[src/logic/gpio_bank_regs.svh]
`ifndef GPIO_BANK_REGS_SVH
`define GPIO_BANK_REGS_SVH

`define OFS_P0_DATA 8'h80
`define OFS_P1_DATA 8'h88
`define OFS_P0_DIR 8'h89
`define OFS_P2_DATA 8'h90
`define OFS_P1_DIR 8'h91
`define OFS_P2_DIR 8'h99
`define OFS_P0_OD 8'hb1
`define OFS_P1_OD 8'hb9
`define OFS_P2_OD 8'hc1
`define OFS_P0_PU 8'hd1
`define OFS_P1_PU 8'hd9
`define OFS_DEB_SEL 8'hda
`define OFS_ANA_LO 8'hdc
`define OFS_ANA_HI 8'hdd
`define OFS_P2_PU 8'he1
`define OFS_P0_DB 8'he2
`define OFS_P1_DB 8'he3
`define OFS_P2_DB 8'he4

`define PIN_CNT 18
`define OD_RST 18'h00004
`define PIN_RST 18'h00000
`define DEB_SEL_RST 4'h0
`define ANA_LO_RST 8'h00
`define ANA_HI_RST 7'h00
`define DEB_PORT_LSB 0
`define DEB_RST_LSB 2
`define FILT_RST 19'h40000
`define RST_PIN_IDX 18

`define CLK_PERIOD_NS 8
`define PORT_DEB_BASE_US 1
`define RST_DEB_BASE_US 8
`define PORT_DEB_BASE_CYC ((`PORT_DEB_BASE_US * 1000) / `CLK_PERIOD_NS)
`define RST_DEB_BASE_CYC ((`RST_DEB_BASE_US * 1000) / `CLK_PERIOD_NS)

`endif

[src/logic/gpio_bank_pkg.sv]
`default_nettype none
package gpio_bank_pkg;
  typedef logic [17:0] pinvec_t;
  typedef logic [18:0] dbvec_t;
  typedef logic [12:0] dbcnt_t;
  typedef logic [14:0] anavec_t;
endpackage : gpio_bank_pkg
`default_nettype wire

[src/logic/debounce_if.sv]
`timescale 1ns/1ps
`default_nettype none
interface debounce_if;
  import gpio_bank_pkg::*;
  dbvec_t raw;
  dbvec_t enable;
  dbcnt_t portLen;
  dbcnt_t rstLen;
  dbvec_t filt;
  modport filter (input raw, input enable, input portLen, input rstLen,
                  output filt);
  modport user (output raw, output enable, output portLen, output rstLen,
                input filt);
endinterface : debounce_if
`default_nettype wire

[src/logic/gpio_port_bank.sv]
`timescale 1ns/1ps
`default_nettype none
`include "gpio_bank_regs.svh"
module gpio_port_bank
  import gpio_bank_pkg::*;
#(
  parameter int RstDebBaseCyc = `RST_DEB_BASE_CYC
) (
  input wire logic mclk, // System clock, 125 MHz.
  input wire logic sys_rst, // Synchronous reset, active high.
  input wire logic [7:0] sfrAddr, // Special function register address.
  input wire logic sfrWr, // Write strobe, one cycle.
  input wire logic sfrRd, // Read strobe, one cycle.
  input wire logic [7:0] sfrWdata, // Write data.
  output logic [7:0] sfrRdata, // Read data, valid the cycle after sfrRd.
  input wire logic [17:0] pinIn, // Pad input levels.
  output logic [17:0] pinOut, // Pad output levels.
  output logic [17:0] pinOeN, // Pad output enables, low drives.
  output logic [17:0] pinPullUp, // Pad pull-up enables.
  output logic [14:0] analogEn, // Analog channel enables.
  output logic [17:0] digIn, // Filtered digital inputs to the core.
  input wire logic extRstInN, // External reset pad, active low.
  output logic extRstOutN // Debounced external reset, active low.
);
  pinvec_t data_q, data_d;
  pinvec_t dir_q, dir_d;
  pinvec_t pu_q, pu_d;
  pinvec_t od_q, od_d;
  pinvec_t db_q, db_d;
  logic [3:0] debSel_q, debSel_d;
  logic [7:0] anaLo_q, anaLo_d;
  logic [6:0] anaHi_q, anaHi_d;
  logic [7:0] rdData_q, rdData_d;
  pinvec_t pinOut_q, pinOut_d;
  pinvec_t pinOeN_q, pinOeN_d;
  pinvec_t pinPullUp_q;
  anavec_t analogEn_q;
  pinvec_t digIn_q, digIn_d;
  logic extRst_q;
  pinvec_t anaDis;
  pinvec_t pinState;
  logic [7:0] rdMux;

  debounce_if dbi ();

  pin_debounce uDeb (
    .mclk(mclk),
    .sys_rst(sys_rst),
    .dbi(dbi)
  );

  ////////////////////////////////////////////////////////////////////////////
  // Maps the two analog select registers onto pin positions; P02 has no
  // channel, so the low register skips pin 2.
  function automatic pinvec_t anaToPins(input logic [7:0] lo,
                                        input logic [6:0] hi);
    pinvec_t m;
    m = '0;
    m[1:0] = lo[1:0];
    m[8:3] = lo[7:2];
    m[12:11] = hi[1:0];
    m[17:13] = hi[6:2];
    return m;
  endfunction : anaToPins

  // Shifted base length; the widest product, 8000 cycles, fits 13 bits.
  function automatic dbcnt_t debLen(input int base, input logic [1:0] sel);
    return dbcnt_t'(base << sel);
  endfunction : debLen

  ////////////////////////////////////////////////////////////////////////////
  assign anaDis = anaToPins(anaLo_q, anaHi_q);
  assign dbi.raw = {extRstInN, pinIn};
  assign dbi.enable = {1'b1, db_q};
  assign dbi.portLen = debLen(`PORT_DEB_BASE_CYC,
                              debSel_q[`DEB_PORT_LSB +: 2]);
  assign dbi.rstLen = debLen(RstDebBaseCyc,
                             debSel_q[`DEB_RST_LSB +: 2]);

  // Analog pins read zero so a mid-rail level never toggles the core.
  assign pinState = dbi.filt[17:0] & ~anaDis;

  ////////////////////////////////////////////////////////////////////////////
  // Register writes.
  always_comb begin
    data_d = data_q;
    dir_d = dir_q;
    pu_d = pu_q;
    od_d = od_q;
    db_d = db_q;
    debSel_d = debSel_q;
    anaLo_d = anaLo_q;
    anaHi_d = anaHi_q;
    if (sfrWr) begin
      unique case (sfrAddr)
        `OFS_P0_DATA: data_d[7:0] = sfrWdata;
        `OFS_P1_DATA: data_d[15:8] = sfrWdata;
        `OFS_P2_DATA: data_d[17:16] = sfrWdata[1:0];
        `OFS_P0_DIR: dir_d[7:0] = sfrWdata;
        `OFS_P1_DIR: dir_d[15:8] = sfrWdata;
        `OFS_P2_DIR: dir_d[17:16] = sfrWdata[1:0];
        `OFS_P0_PU: pu_d[7:0] = sfrWdata;
        `OFS_P1_PU: pu_d[15:8] = sfrWdata;
        `OFS_P2_PU: pu_d[17:16] = sfrWdata[1:0];
        `OFS_P0_OD: od_d[7:0] = sfrWdata;
        `OFS_P1_OD: od_d[15:8] = sfrWdata;
        `OFS_P2_OD: od_d[17:16] = sfrWdata[1:0];
        `OFS_P0_DB: db_d[7:0] = sfrWdata;
        `OFS_P1_DB: db_d[15:8] = sfrWdata;
        `OFS_P2_DB: db_d[17:16] = sfrWdata[1:0];
        `OFS_DEB_SEL: debSel_d = sfrWdata[3:0];
        `OFS_ANA_LO: anaLo_d = sfrWdata;
        `OFS_ANA_HI: anaHi_d = sfrWdata[6:0];
        default: ;
      endcase
    end
  end

  always_ff @(posedge mclk) begin
    if (sys_rst) begin
      data_q <= `PIN_RST;
      dir_q <= `PIN_RST;
      pu_q <= `PIN_RST;
      od_q <= `OD_RST;
      db_q <= `PIN_RST;
      debSel_q <= `DEB_SEL_RST;
      anaLo_q <= `ANA_LO_RST;
      anaHi_q <= `ANA_HI_RST;
    end else begin
      data_q <= data_d;
      dir_q <= dir_d;
      pu_q <= pu_d;
      od_q <= od_d;
      db_q <= db_d;
      debSel_q <= debSel_d;
      anaLo_q <= anaLo_d;
      anaHi_q <= anaHi_d;
    end
  end

  ////////////////////////////////////////////////////////////////////////////
  // Register reads. Data reads mix the latch for outputs with the filtered
  // pad for inputs; unused bits and unmapped addresses read zero.
  always_comb begin
    pinvec_t dv;
    dv = (dir_q & data_q) | (~dir_q & pinState);
    unique case (sfrAddr)
      `OFS_P0_DATA: rdMux = dv[7:0];
      `OFS_P1_DATA: rdMux = dv[15:8];
      `OFS_P2_DATA: rdMux = {6'h00, dv[17:16]};
      `OFS_P0_DIR: rdMux = dir_q[7:0];
      `OFS_P1_DIR: rdMux = dir_q[15:8];
      `OFS_P2_DIR: rdMux = {6'h00, dir_q[17:16]};
      `OFS_P0_PU: rdMux = pu_q[7:0];
      `OFS_P1_PU: rdMux = pu_q[15:8];
      `OFS_P2_PU: rdMux = {6'h00, pu_q[17:16]};
      `OFS_P0_OD: rdMux = od_q[7:0];
      `OFS_P1_OD: rdMux = od_q[15:8];
      `OFS_P2_OD: rdMux = {6'h00, od_q[17:16]};
      `OFS_P0_DB: rdMux = db_q[7:0];
      `OFS_P1_DB: rdMux = db_q[15:8];
      `OFS_P2_DB: rdMux = {6'h00, db_q[17:16]};
      `OFS_DEB_SEL: rdMux = {4'h0, debSel_q};
      `OFS_ANA_LO: rdMux = anaLo_q;
      `OFS_ANA_HI: rdMux = {1'b0, anaHi_q};
      default: rdMux = 8'h00;
    endcase
    rdData_d = sfrRd ? rdMux : rdData_q;
  end

  ////////////////////////////////////////////////////////////////////////////
  // Pad drive. An open-drain pin only pulls low and floats for a one.
  always_comb begin
    pinOut_d = data_q & ~od_q;
    pinOeN_d = ~(dir_q & (~od_q | ~data_q));
    digIn_d = pinState;
  end

  always_ff @(posedge mclk) begin
    if (sys_rst) begin
      rdData_q <= 8'h00;
      pinOut_q <= `PIN_RST;
      pinOeN_q <= ~`PIN_RST;
      pinPullUp_q <= `PIN_RST;
      analogEn_q <= 15'h0000;
      digIn_q <= `PIN_RST;
      extRst_q <= 1'b1;
    end else begin
      rdData_q <= rdData_d;
      pinOut_q <= pinOut_d;
      pinOeN_q <= pinOeN_d;
      pinPullUp_q <= pu_q;
      analogEn_q <= {anaHi_q, anaLo_q};
      digIn_q <= digIn_d;
      extRst_q <= dbi.filt[`RST_PIN_IDX];
    end
  end

  assign sfrRdata = rdData_q;
  assign pinOut = pinOut_q;
  assign pinOeN = pinOeN_q;
  assign pinPullUp = pinPullUp_q;
  assign analogEn = analogEn_q;
  assign digIn = digIn_q;
  assign extRstOutN = extRst_q;
endmodule : gpio_port_bank
`default_nettype wire

[src/logic/pin_debounce.sv]
`timescale 1ns/1ps
`default_nettype none
`include "gpio_bank_regs.svh"
module pin_debounce
  import gpio_bank_pkg::*;
(
  input wire logic mclk, // System clock.
  input wire logic sys_rst, // Synchronous reset, active high.
  debounce_if.filter dbi // Raw levels in, filtered levels out.
);
  dbcnt_t cnt_q [19];
  dbcnt_t cnt_d [19];
  dbvec_t filt_q;
  dbvec_t filt_d;
  localparam dbvec_t FiltRst = `FILT_RST;

  assign dbi.filt = filt_q;

  ////////////////////////////////////////////////////////////////////////////
  // The last channel is the reset input and always filters with its own
  // length; the counter restarts whenever the raw level returns, so a glitch
  // shorter than the length never gets through an enabled channel; a disabled channel passes the raw level.
  genvar i;
  generate
    for (i = 0; i < 19; i++) begin : gPin
      dbcnt_t len;
      assign len = (i == `RST_PIN_IDX) ? dbi.rstLen : dbi.portLen;
      always_comb begin
        cnt_d[i] = cnt_q[i];
        filt_d[i] = filt_q[i];
        if (!dbi.enable[i]) begin
          filt_d[i] = dbi.raw[i];
          cnt_d[i] = '0;
        end else if (dbi.raw[i] == filt_q[i]) begin
          cnt_d[i] = '0;
        end else if (cnt_q[i] + 13'h0001 >= len) begin
          filt_d[i] = dbi.raw[i];
          cnt_d[i] = '0;
        end else begin
          cnt_d[i] = cnt_q[i] + 13'h0001;
        end
      end
      always_ff @(posedge mclk) begin
        if (sys_rst) begin
          cnt_q[i] <= '0;
          filt_q[i] <= FiltRst[i];
        end else begin
          cnt_q[i] <= cnt_d[i];
          filt_q[i] <= filt_d[i];
        end
      end
    end
  endgenerate
endmodule : pin_debounce
`default_nettype wire

[config.mk]
export PLATFORM = sky130hd
export DESIGN_NAME = gpio_port_bank
export DESIGN_NICKNAME = d
export VERILOG_FILES = /design/src/logic/gpio_bank_pkg.sv /design/src/logic/debounce_if.sv /design/src/logic/gpio_port_bank.sv /design/src/logic/pin_debounce.sv
export VERILOG_INCLUDE_DIRS = /design/src /design/src/logic
export SDC_FILE = /design/constraint.sdc
export NUM_CORES = 1
export LEC_CHECK = 0
export BUFFER_PORTS_ARGS = -buffer_cell sky130_fd_sc_hd__clkbuf_2
export CAP_MARGIN = 30
export CORE_ASPECT_RATIO = 0.9
export CORE_MARGIN = 4
export CORE_UTILIZATION = 40
export CTS_BUF_LIST = sky130_fd_sc_hd__clkbuf_16
export DETAILED_ROUTE_END_ITERATION = 16
export GPL_ROUTABILITY_DRIVEN = 1
export PLACE_DENSITY = 0.56
export RECOVER_POWER = 100
export SLEW_MARGIN = 20
export SYNTH_ARGS = -nofsm -noshare
export SYNTH_HDL_FRONTEND = slang
export SYNTH_SLANG_ARGS = --single-unit
[constraint.sdc]
create_clock -name mclk -period 9.1 [get_ports mclk]
set_input_delay 0.91 -clock mclk [delete_from_list [all_inputs] [get_ports mclk]]
set_output_delay 0.91 -clock mclk [all_outputs]
set_load 0.01 [all_outputs]
==> metrics, run 1 <==
status finished with violations; failing checks max-capacitance violations, max-slew violations; Synth Area in Compound Gates about a tenth; Async SR Flop Fraction 0%; CTS tree done; clock sinks approximately 470; # fillers between 5000 and 6000; post-synthesis simple-gate area fraction 24.8%; Leakage approximately 10 nW; # rows 82; setup TNS 0 ns; Max H-tree Level 2; Die Span Y 234 microns; sequential cell area ~0.0094 sq mm; syn avg cell area ~9.2 sq um; endpoints failing hold 0; I/O pins ~140; WHS Path Cells 1; share of layout cells above drive strength 1 under 10%; CP max stage delay about 2.8 ns; final worst slack ~3.8 ns; Final ANT Viol Nets 0; Clock Path Buffers 3; mux cell area share after synthesis 4.75%; Worst Path Required approximately 9.5 ns; root buf cell clkbuf_16; Pwr per Cell Area 171 mW/mm^2; dpl cells approximately 3300; critical path class input port to register; relative slew slack -175%; r2r endpoint uDeb.dbi.filt[14]; per-cell routed wire length 18.8 microns; Final setup viols 0; Worst VDD drop 0.172 mV; post-DR vias/cell ~5.4; worst-margin pin slew approximately 4.1 ns; hold_sp dir_q[6]; max cap viols 1; multi-input logic area approximately 0.013 sq mm; vias in the first global route roughly 18000; first drt pass iteration count 6; die width between 200 and 300 microns; initial antenna violation count 4; Power Total around 4.4 mW; area grow syn2layout 14.1%; Post-Synth Adder-Cell Area around 9.6%; startpoint types input port; Clock Pin Slew Worst Setup and Hold Paths ~0.060 ns; fin crit period 5.28 ns; clock latency at the later pin of the worst-skew pair between 0.6 and 0.7 ns; WL final approximately 64 mm; Clock Skew 0.0370 ns; Global Route met1 Usage 29.4%; max frequency around 190 MHz; # port buffers approximately 130; GR Util All Layers a little over a fifth; post-DP HPWL around 46 mm; reg-to-reg slack, setup 5.61 ns; RSZ-0062 raised after global routing false; Die Footprint roughly 0.06 sq mm; combinational family with the most area after synthesis simple AND/OR/NAND/NOR gates; worst reg2reg startpoint debSel_q[0]; Crit-path slowest cell clkbuf_1; period utilization roughly 58%; overflow left after global routing 0; met3 Track Usage GR 3.69%; Most used DFF post-synth dfxtp_1; M2 GR Usage around a third; post_cts resized 0; Hold Path End pinOeN[6]; Cells after Synth ~2500; hold buffers post-CTS 0; vias post-DR roughly 18000; EDFF count, synth 0; gpl congestion between 0.9 and 1; Initial Utilization 40.5%; worst path cell trace clkbuf_1, inv_2, buf_4, nand2_1, nor3b_1; Crit. End Element register; Critical Path Fanout Max 78; xor-xnor portion of the synthesized cell area 7.20%; Seq cells post-synth 471; GR peak layer met2; final core occ between 40% and 50%; CTS Buf Count 51; worst hold path class register to register; Detailed Route Iter0 Violations 1324; largest net degree at the start of global routing just under 80; Worst EP arrival approximately 5.7 ns; Seq/Total Area, Yosys 41.7%; net count reported at finish around 2800; core box area 0.0558 sq mm; post-CTS setup buffer count 0; first-pass GRT wire length ~100 mm; mapped cell area between 0.02 and 0.025 sq mm; Yosys cell types 82; final non-filler cell total 3434; Final Max Slew Viols between 70 and 80; Synth warnings 0; Worst R2R Path Depth 9; Residual DRC 0; DP Worst Slack 5.15 ns
[cells in the final DEF, fill, tap and decap left out, types with 9 or more instances in the layout]
master | Yosys | routed
dfxtp_1 | 471 | 471
nand2_1 | 212 | 212
nor2_1 | 211 | 209
nand3_1 | 180 | 180
ha_1 | 174 | 174
nor2b_1 | 155 | 155
xnor2_1 | 115 | 115
a21oi_1 | 107 | 107
mux2i_1 | 104 | 104
clkbuf_1 | 64 | 98
xor2_1 | 71 | 71
inv_1 | 46 | 56
conb_1 | 1 | 54
clkbuf_16 | 0 | 52
o21ai_0 | 49 | 48
nor3_1 | 46 | 46
nor3b_1 | 45 | 45
nand4_1 | 41 | 41
and3_1 | 41 | 41
clkbuf_2 | 0 | 37
a21o_1 | 23 | 23
nand2b_1 | 22 | 22
nor4_1 | 20 | 20
a31oi_1 | 19 | 19
or3_1 | 18 | 18
a211oi_1 | 16 | 15
and4_1 | 12 | 12
buf_4 | 0 | 12
o2111ai_1 | 11 | 11
a22oi_1 | 11 | 11
and2_1 | 10 | 10
a211o_1 | 10 | 10
o211ai_1 | 10 | 10
bufinv_16 | 0 | 9
[synthesized netlist by cell type, drive strengths merged, types with 49 or more instances]
cell type / count / area share, %
nor2: 211 / 3.5
dfxtp: 471 / 42
nand2: 212 / 3.5
ha: 174 / 9.6
clkbuf: 64 / 1.1
o21ai: 49 / 1.1
mux2i: 104 / 4.6
xor2: 71 / 2.7
a21oi: 107 / 2.4
nor2b: 155 / 4.3
nand3: 181 / 4.0
xnor2: 115 / 4.5
[final cells by class]
class                           instances  share of cell area, %
Multi-Input combinational cell       1917                   49.8
Tap cell                              756                   3.66
Inverter                               47                  0.683
Clock buffer                           52                   5.04
Sequential cell                       471                   36.5
Clock inverter                         43                   1.75
Timing Repair Buffer                  147                   2.49
Antenna cell                            1                0.00969
[routing by layer]
metal	vias to the layer above	share of wire, %
met3	89	6.1
met2	475	44
met5	-	0
li1	9065	-
met4	0	2.4
met1	8861	47
[where the power goes]
part           internal, mW  switching [mW]  total [mW]
registers              2.08          0.0182        2.10
clock network          1.30           0.897        2.19
logic                0.0384          0.0919       0.130
[worst max-delay path: cells and delay by family]
kind          cells  cell delay (ns)
simple gates      2             0.47
buf+inv           3             4.23
[worst max path at each step]
| stage | endpoint | startpoint |
|---|---|---|
| global placement | od_q[2] | sfrAddr[0] |
| global route | uDeb.cnt_q[4][2] | sys_rst |
| detailed placement | pu_q[6] | sfrAddr[0] |
| floorplan | uDeb.cnt_q[3][2] | debSel_q[0] |
| CTS | uDeb.cnt_q[14][6] | debSel_q[0] |
| finish | uDeb.cnt_q[4][3] | sys_rst |
[kinds of logic after synthesis]
family / after synthesis
multiplexers: 107
XOR/XNOR: 186
AO/OA/AOI/OAI: 325
adder cells (fa/ha/maj): 174
buffers and inverters: 136
AND/OR/NAND/NOR: 1071
flip-flops: 471
other: 1
[flip-flops by register name (all words and copies together), names as in the netlist]
name	cells
uDeb.dbi.filt	19
sfrRdata	8
anaHi_q	7
od_q	18
uDeb.cnt_q	247
dir_q	18
pinOut	18
db_q	18
pinOeN	18
digIn	18
pinPullUp	18
anaLo_q	8
analogEn	15
pu_q	18
extRstOutN	1
data_q	18
debSel_q	4
[metrics by stage]
step	instance area, sq um	hold WS (ns)
6_report	25800	0.461
5_1_grt	25800	0.481
4_1_cts	25900	0.460
3_5_place_dp	24200	0.437
3_3_place_gp	24200	0.444
2_1_floorplan	22800	0.390
No activity file was read; power rests on OpenSTA's default activity.
==> run 2, diff against run 1 <==
--- a/config.mk
+++ b/config.mk
@@ -6,6 +6,7 @@
 export SDC_FILE = /design/constraint.sdc
 export NUM_CORES = 1
 export LEC_CHECK = 0
+export ABC_AREA = 1
 export BUFFER_PORTS_ARGS = -buffer_cell sky130_fd_sc_hd__clkbuf_2
 export CAP_MARGIN = 30
 export CORE_ASPECT_RATIO = 0.9
==> constraint.sdc (replaced) <==
create_clock -name mclk -period 5.5 [get_ports mclk]
set_input_delay 0.55 -clock mclk [delete_from_list [all_inputs] [get_ports mclk]]
set_output_delay 0.55 -clock mclk [all_outputs]
set_load 0.01 [all_outputs]
==> run 2 against run 1 <==
Against the previous run: the flow still finishes with violations (max-capacitance violations, max-slew violations); setup slack got worse by 2.6 ns; core utilization shrank 0.46 points; clock power up 58%; non-clock buffer count decreased by 3; clock skew is 0.014 ns lower; synthesized cell count increased by 32%; global-route usage down 0.33 points; power rose by 61%.
==> metrics, run 2 <==
status finished with violations; post_cts resized 0; mapped cell area 0.0239 sq mm; Crit. End Element register; critical path class register to register; Worst VDD drop slightly below 0.2 mV; CTS tree done; wl on met1 about 32 mm; area grow syn2layout 12.8%; Async SR Flop Fraction 0%; Worst Path Required 6.02 ns; max frequency approximately 230 MHz; relative slew slack -27.8%; P_int 5.50 mW; Max H-tree Level 2; post-DR vias/cell between 4 and 5; Final Max Slew Viols 119; Clock Pin Slew Worst Setup and Hold Paths about 0.07 ns; core box area about 0.059 sq mm; die width 265 microns; Final setup viols 0; largest net degree at the start of global routing about 110; RSZ-0062 raised after global routing false; EDFF count, synth 0; Clock Path Buffers 3; Worst EP arrival approximately 4.8 ns; setup TNS 0 ns; endpoints failing hold 0; top post-synthesis cells by area dfxtp_1 (40%), nand2_1 (9.5%), ha_1 (9.1%), inv_1 (7.7%), nor2_1 (7.5%); Critical Path Fanout Max 24; Largest Register uDeb.cnt_q; initial antenna violation count 6; Leakage 11.6 nW; WL final 66.4 mm; period utilization between 70% and 80%; max reg flops 247; DP Worst Slack ~2.0 ns; switching power between 1.5 and 2 mW; Final ANT Viol Nets 0; Initial Utilization between 40% and 50%; share of layout cells above drive strength 1 roughly 5.1%; vias post-DR 20571; worst hold path class input port to register; switch share 22.8%; root buf cell clkbuf_16; Cells after Synth approximately 3300; CTS Buf Count between 50 and 60; failing checks max-capacitance violations, max-slew violations; first drt pass iteration count 5; I/O pins between 100 and 150; per-cell routed wire length approximately 16 microns; fin crit period between 4 and 5 ns; first-pass GRT wire length around 100 mm; Reg power frac between 40% and 50%; Detailed Route Iter0 Violations roughly 1500; Die Span Y between 200 and 250 microns; post-CTS setup buffer count 0; highest routed layer met5; most frequent cells in the layout nand2_1 (604), inv_1 (505), nor2_1 (481); met2 routed WL roughly 28 mm; metal3 WL roughly 4.3 mm; Clk network pwr share between 40% and 50%; Seq cells post-synth about 470; net count reported at finish around 3700; # fillers approximately 6000; Synth top area share between 30% and 40%; clock sinks 471; overflow left after global routing 0; vias in the first global route approximately 19000; gpl congestion a little under 0.9; Residual DRC 0; syn avg cell area between 7 and 8 sq um; # rows 84; Synth warnings 0; most frequent cell after synthesis nand2_1; Most used DFF post-synth dfxtp_1; hold buffers post-CTS 0; Seq/Total Area, Yosys 39.5%; Clock Skew 0.0230 ns; final worst slack approximately 1.2 ns; Die Footprint around 0.064 sq mm; clock latency at the later pin of the worst-skew pair 0.60 ns; Post-synth top cells nand2_1 (602), inv_1 (490), nor2_1 (476); worst-margin pin slew about 1.9 ns; post-DP HPWL 49.4 mm; # port buffers ~130; GR Util All Layers 20.5%; cell taking the most area after synthesis dfxtp_1; Comb pwr share under 10%; max cap viols 4; most common cell after layout, fill and taps aside nand2_1; startpoint types register; Pwr per Cell Area roughly 270 mW/mm^2; Yosys cell types between 40 and 50
run 2: stage by stage:
step	instance area, sq um	utilization, %	instances	total power, mW	hold WS, ns
after floorplan	24000	-	3315	3.67	0.381
after global placement	25500	43.5	4177	3.76	0.403
after detailed placement	25500	43.5	4177	3.76	0.409
after CTS	27200	46.3	4271	7.23	0.151
after global routing	26900	45.8	4272	7.40	0.177
final	26900	45.8	4275	7.13	0.186
run 2: metal layers:
metal  vias up  global-route usage, %
met2       446                   31.6
li1      10822                      -
met4         4                   5.30
met1      9206                   29.2
met5         -                      0
met3        93                   4.48
run 2: final timing paths:
kind,endpoint,start,slack (ns),cells past startpoint
min,uDeb.dbi.filt[18],extRstInN,0.19,3
max reg2reg,uDeb.cnt_q[0][4],debSel_q[0],1.22,13
max,uDeb.cnt_q[0][4],debSel_q[0],1.22,13
min reg2reg,pinOeN[0],dir_q[0],0.42,1
run 2: cell families (layout without fill, tap and decap cells):
kind of cell,Yosys count,in the layout,share of synthesized area (%)
AOI/OAI and AO/OA,397,397,8.83
buffers and inverters,549,732,8.78
other,1,57,0.0157
and+or+nand+nor,1539,1539,28.9
DFF,471,471,39.5
xor gates and xnor gates,131,131,4.81
adders and majority gates,174,174,9.13
run 2: final cells by class:
class,count,area [sq um],area share (%)
timing repair buffer,144,622,2.31
inverter,494,1860,6.91
clock inverter,40,317,1.18
multi-input combinational,2295,12300,45.9
antenna,3,7.51,0.0279
clock buffer,54,1350,5.02
sequential,471,9430,35.0
tap,774,968,3.60
run 2: critical path, stage by stage (launching register included):
cell,delay (ns)
dfxtp_1,1.38
nand2_1,0.11
buf_4,0.36
inv_1,0.36
buf_4,0.33
ha_1,0.30
a21oi_1,0.13
o21ai_0,0.08
or2_2,0.27
nand3_1,0.07
nand2_1,0.06
nand2_1,0.10
nand4_1,0.37
nor2_1,0.24
run 2: power by group through the flow:
| stage | Combinational (mW) | Sequential, mW | Clock, mW |
|---|---|---|---|
| finish | 0.204 | 3.48 | 3.45 |
| global route | 0.227 | 3.48 | 3.69 |
| CTS | 0.211 | 3.48 | 3.55 |
| detailed placement | 0.209 | 3.55 | 0 |
| global placement | 0.210 | 3.55 | 0 |
| floorplan | 0.130 | 3.54 | 0 |
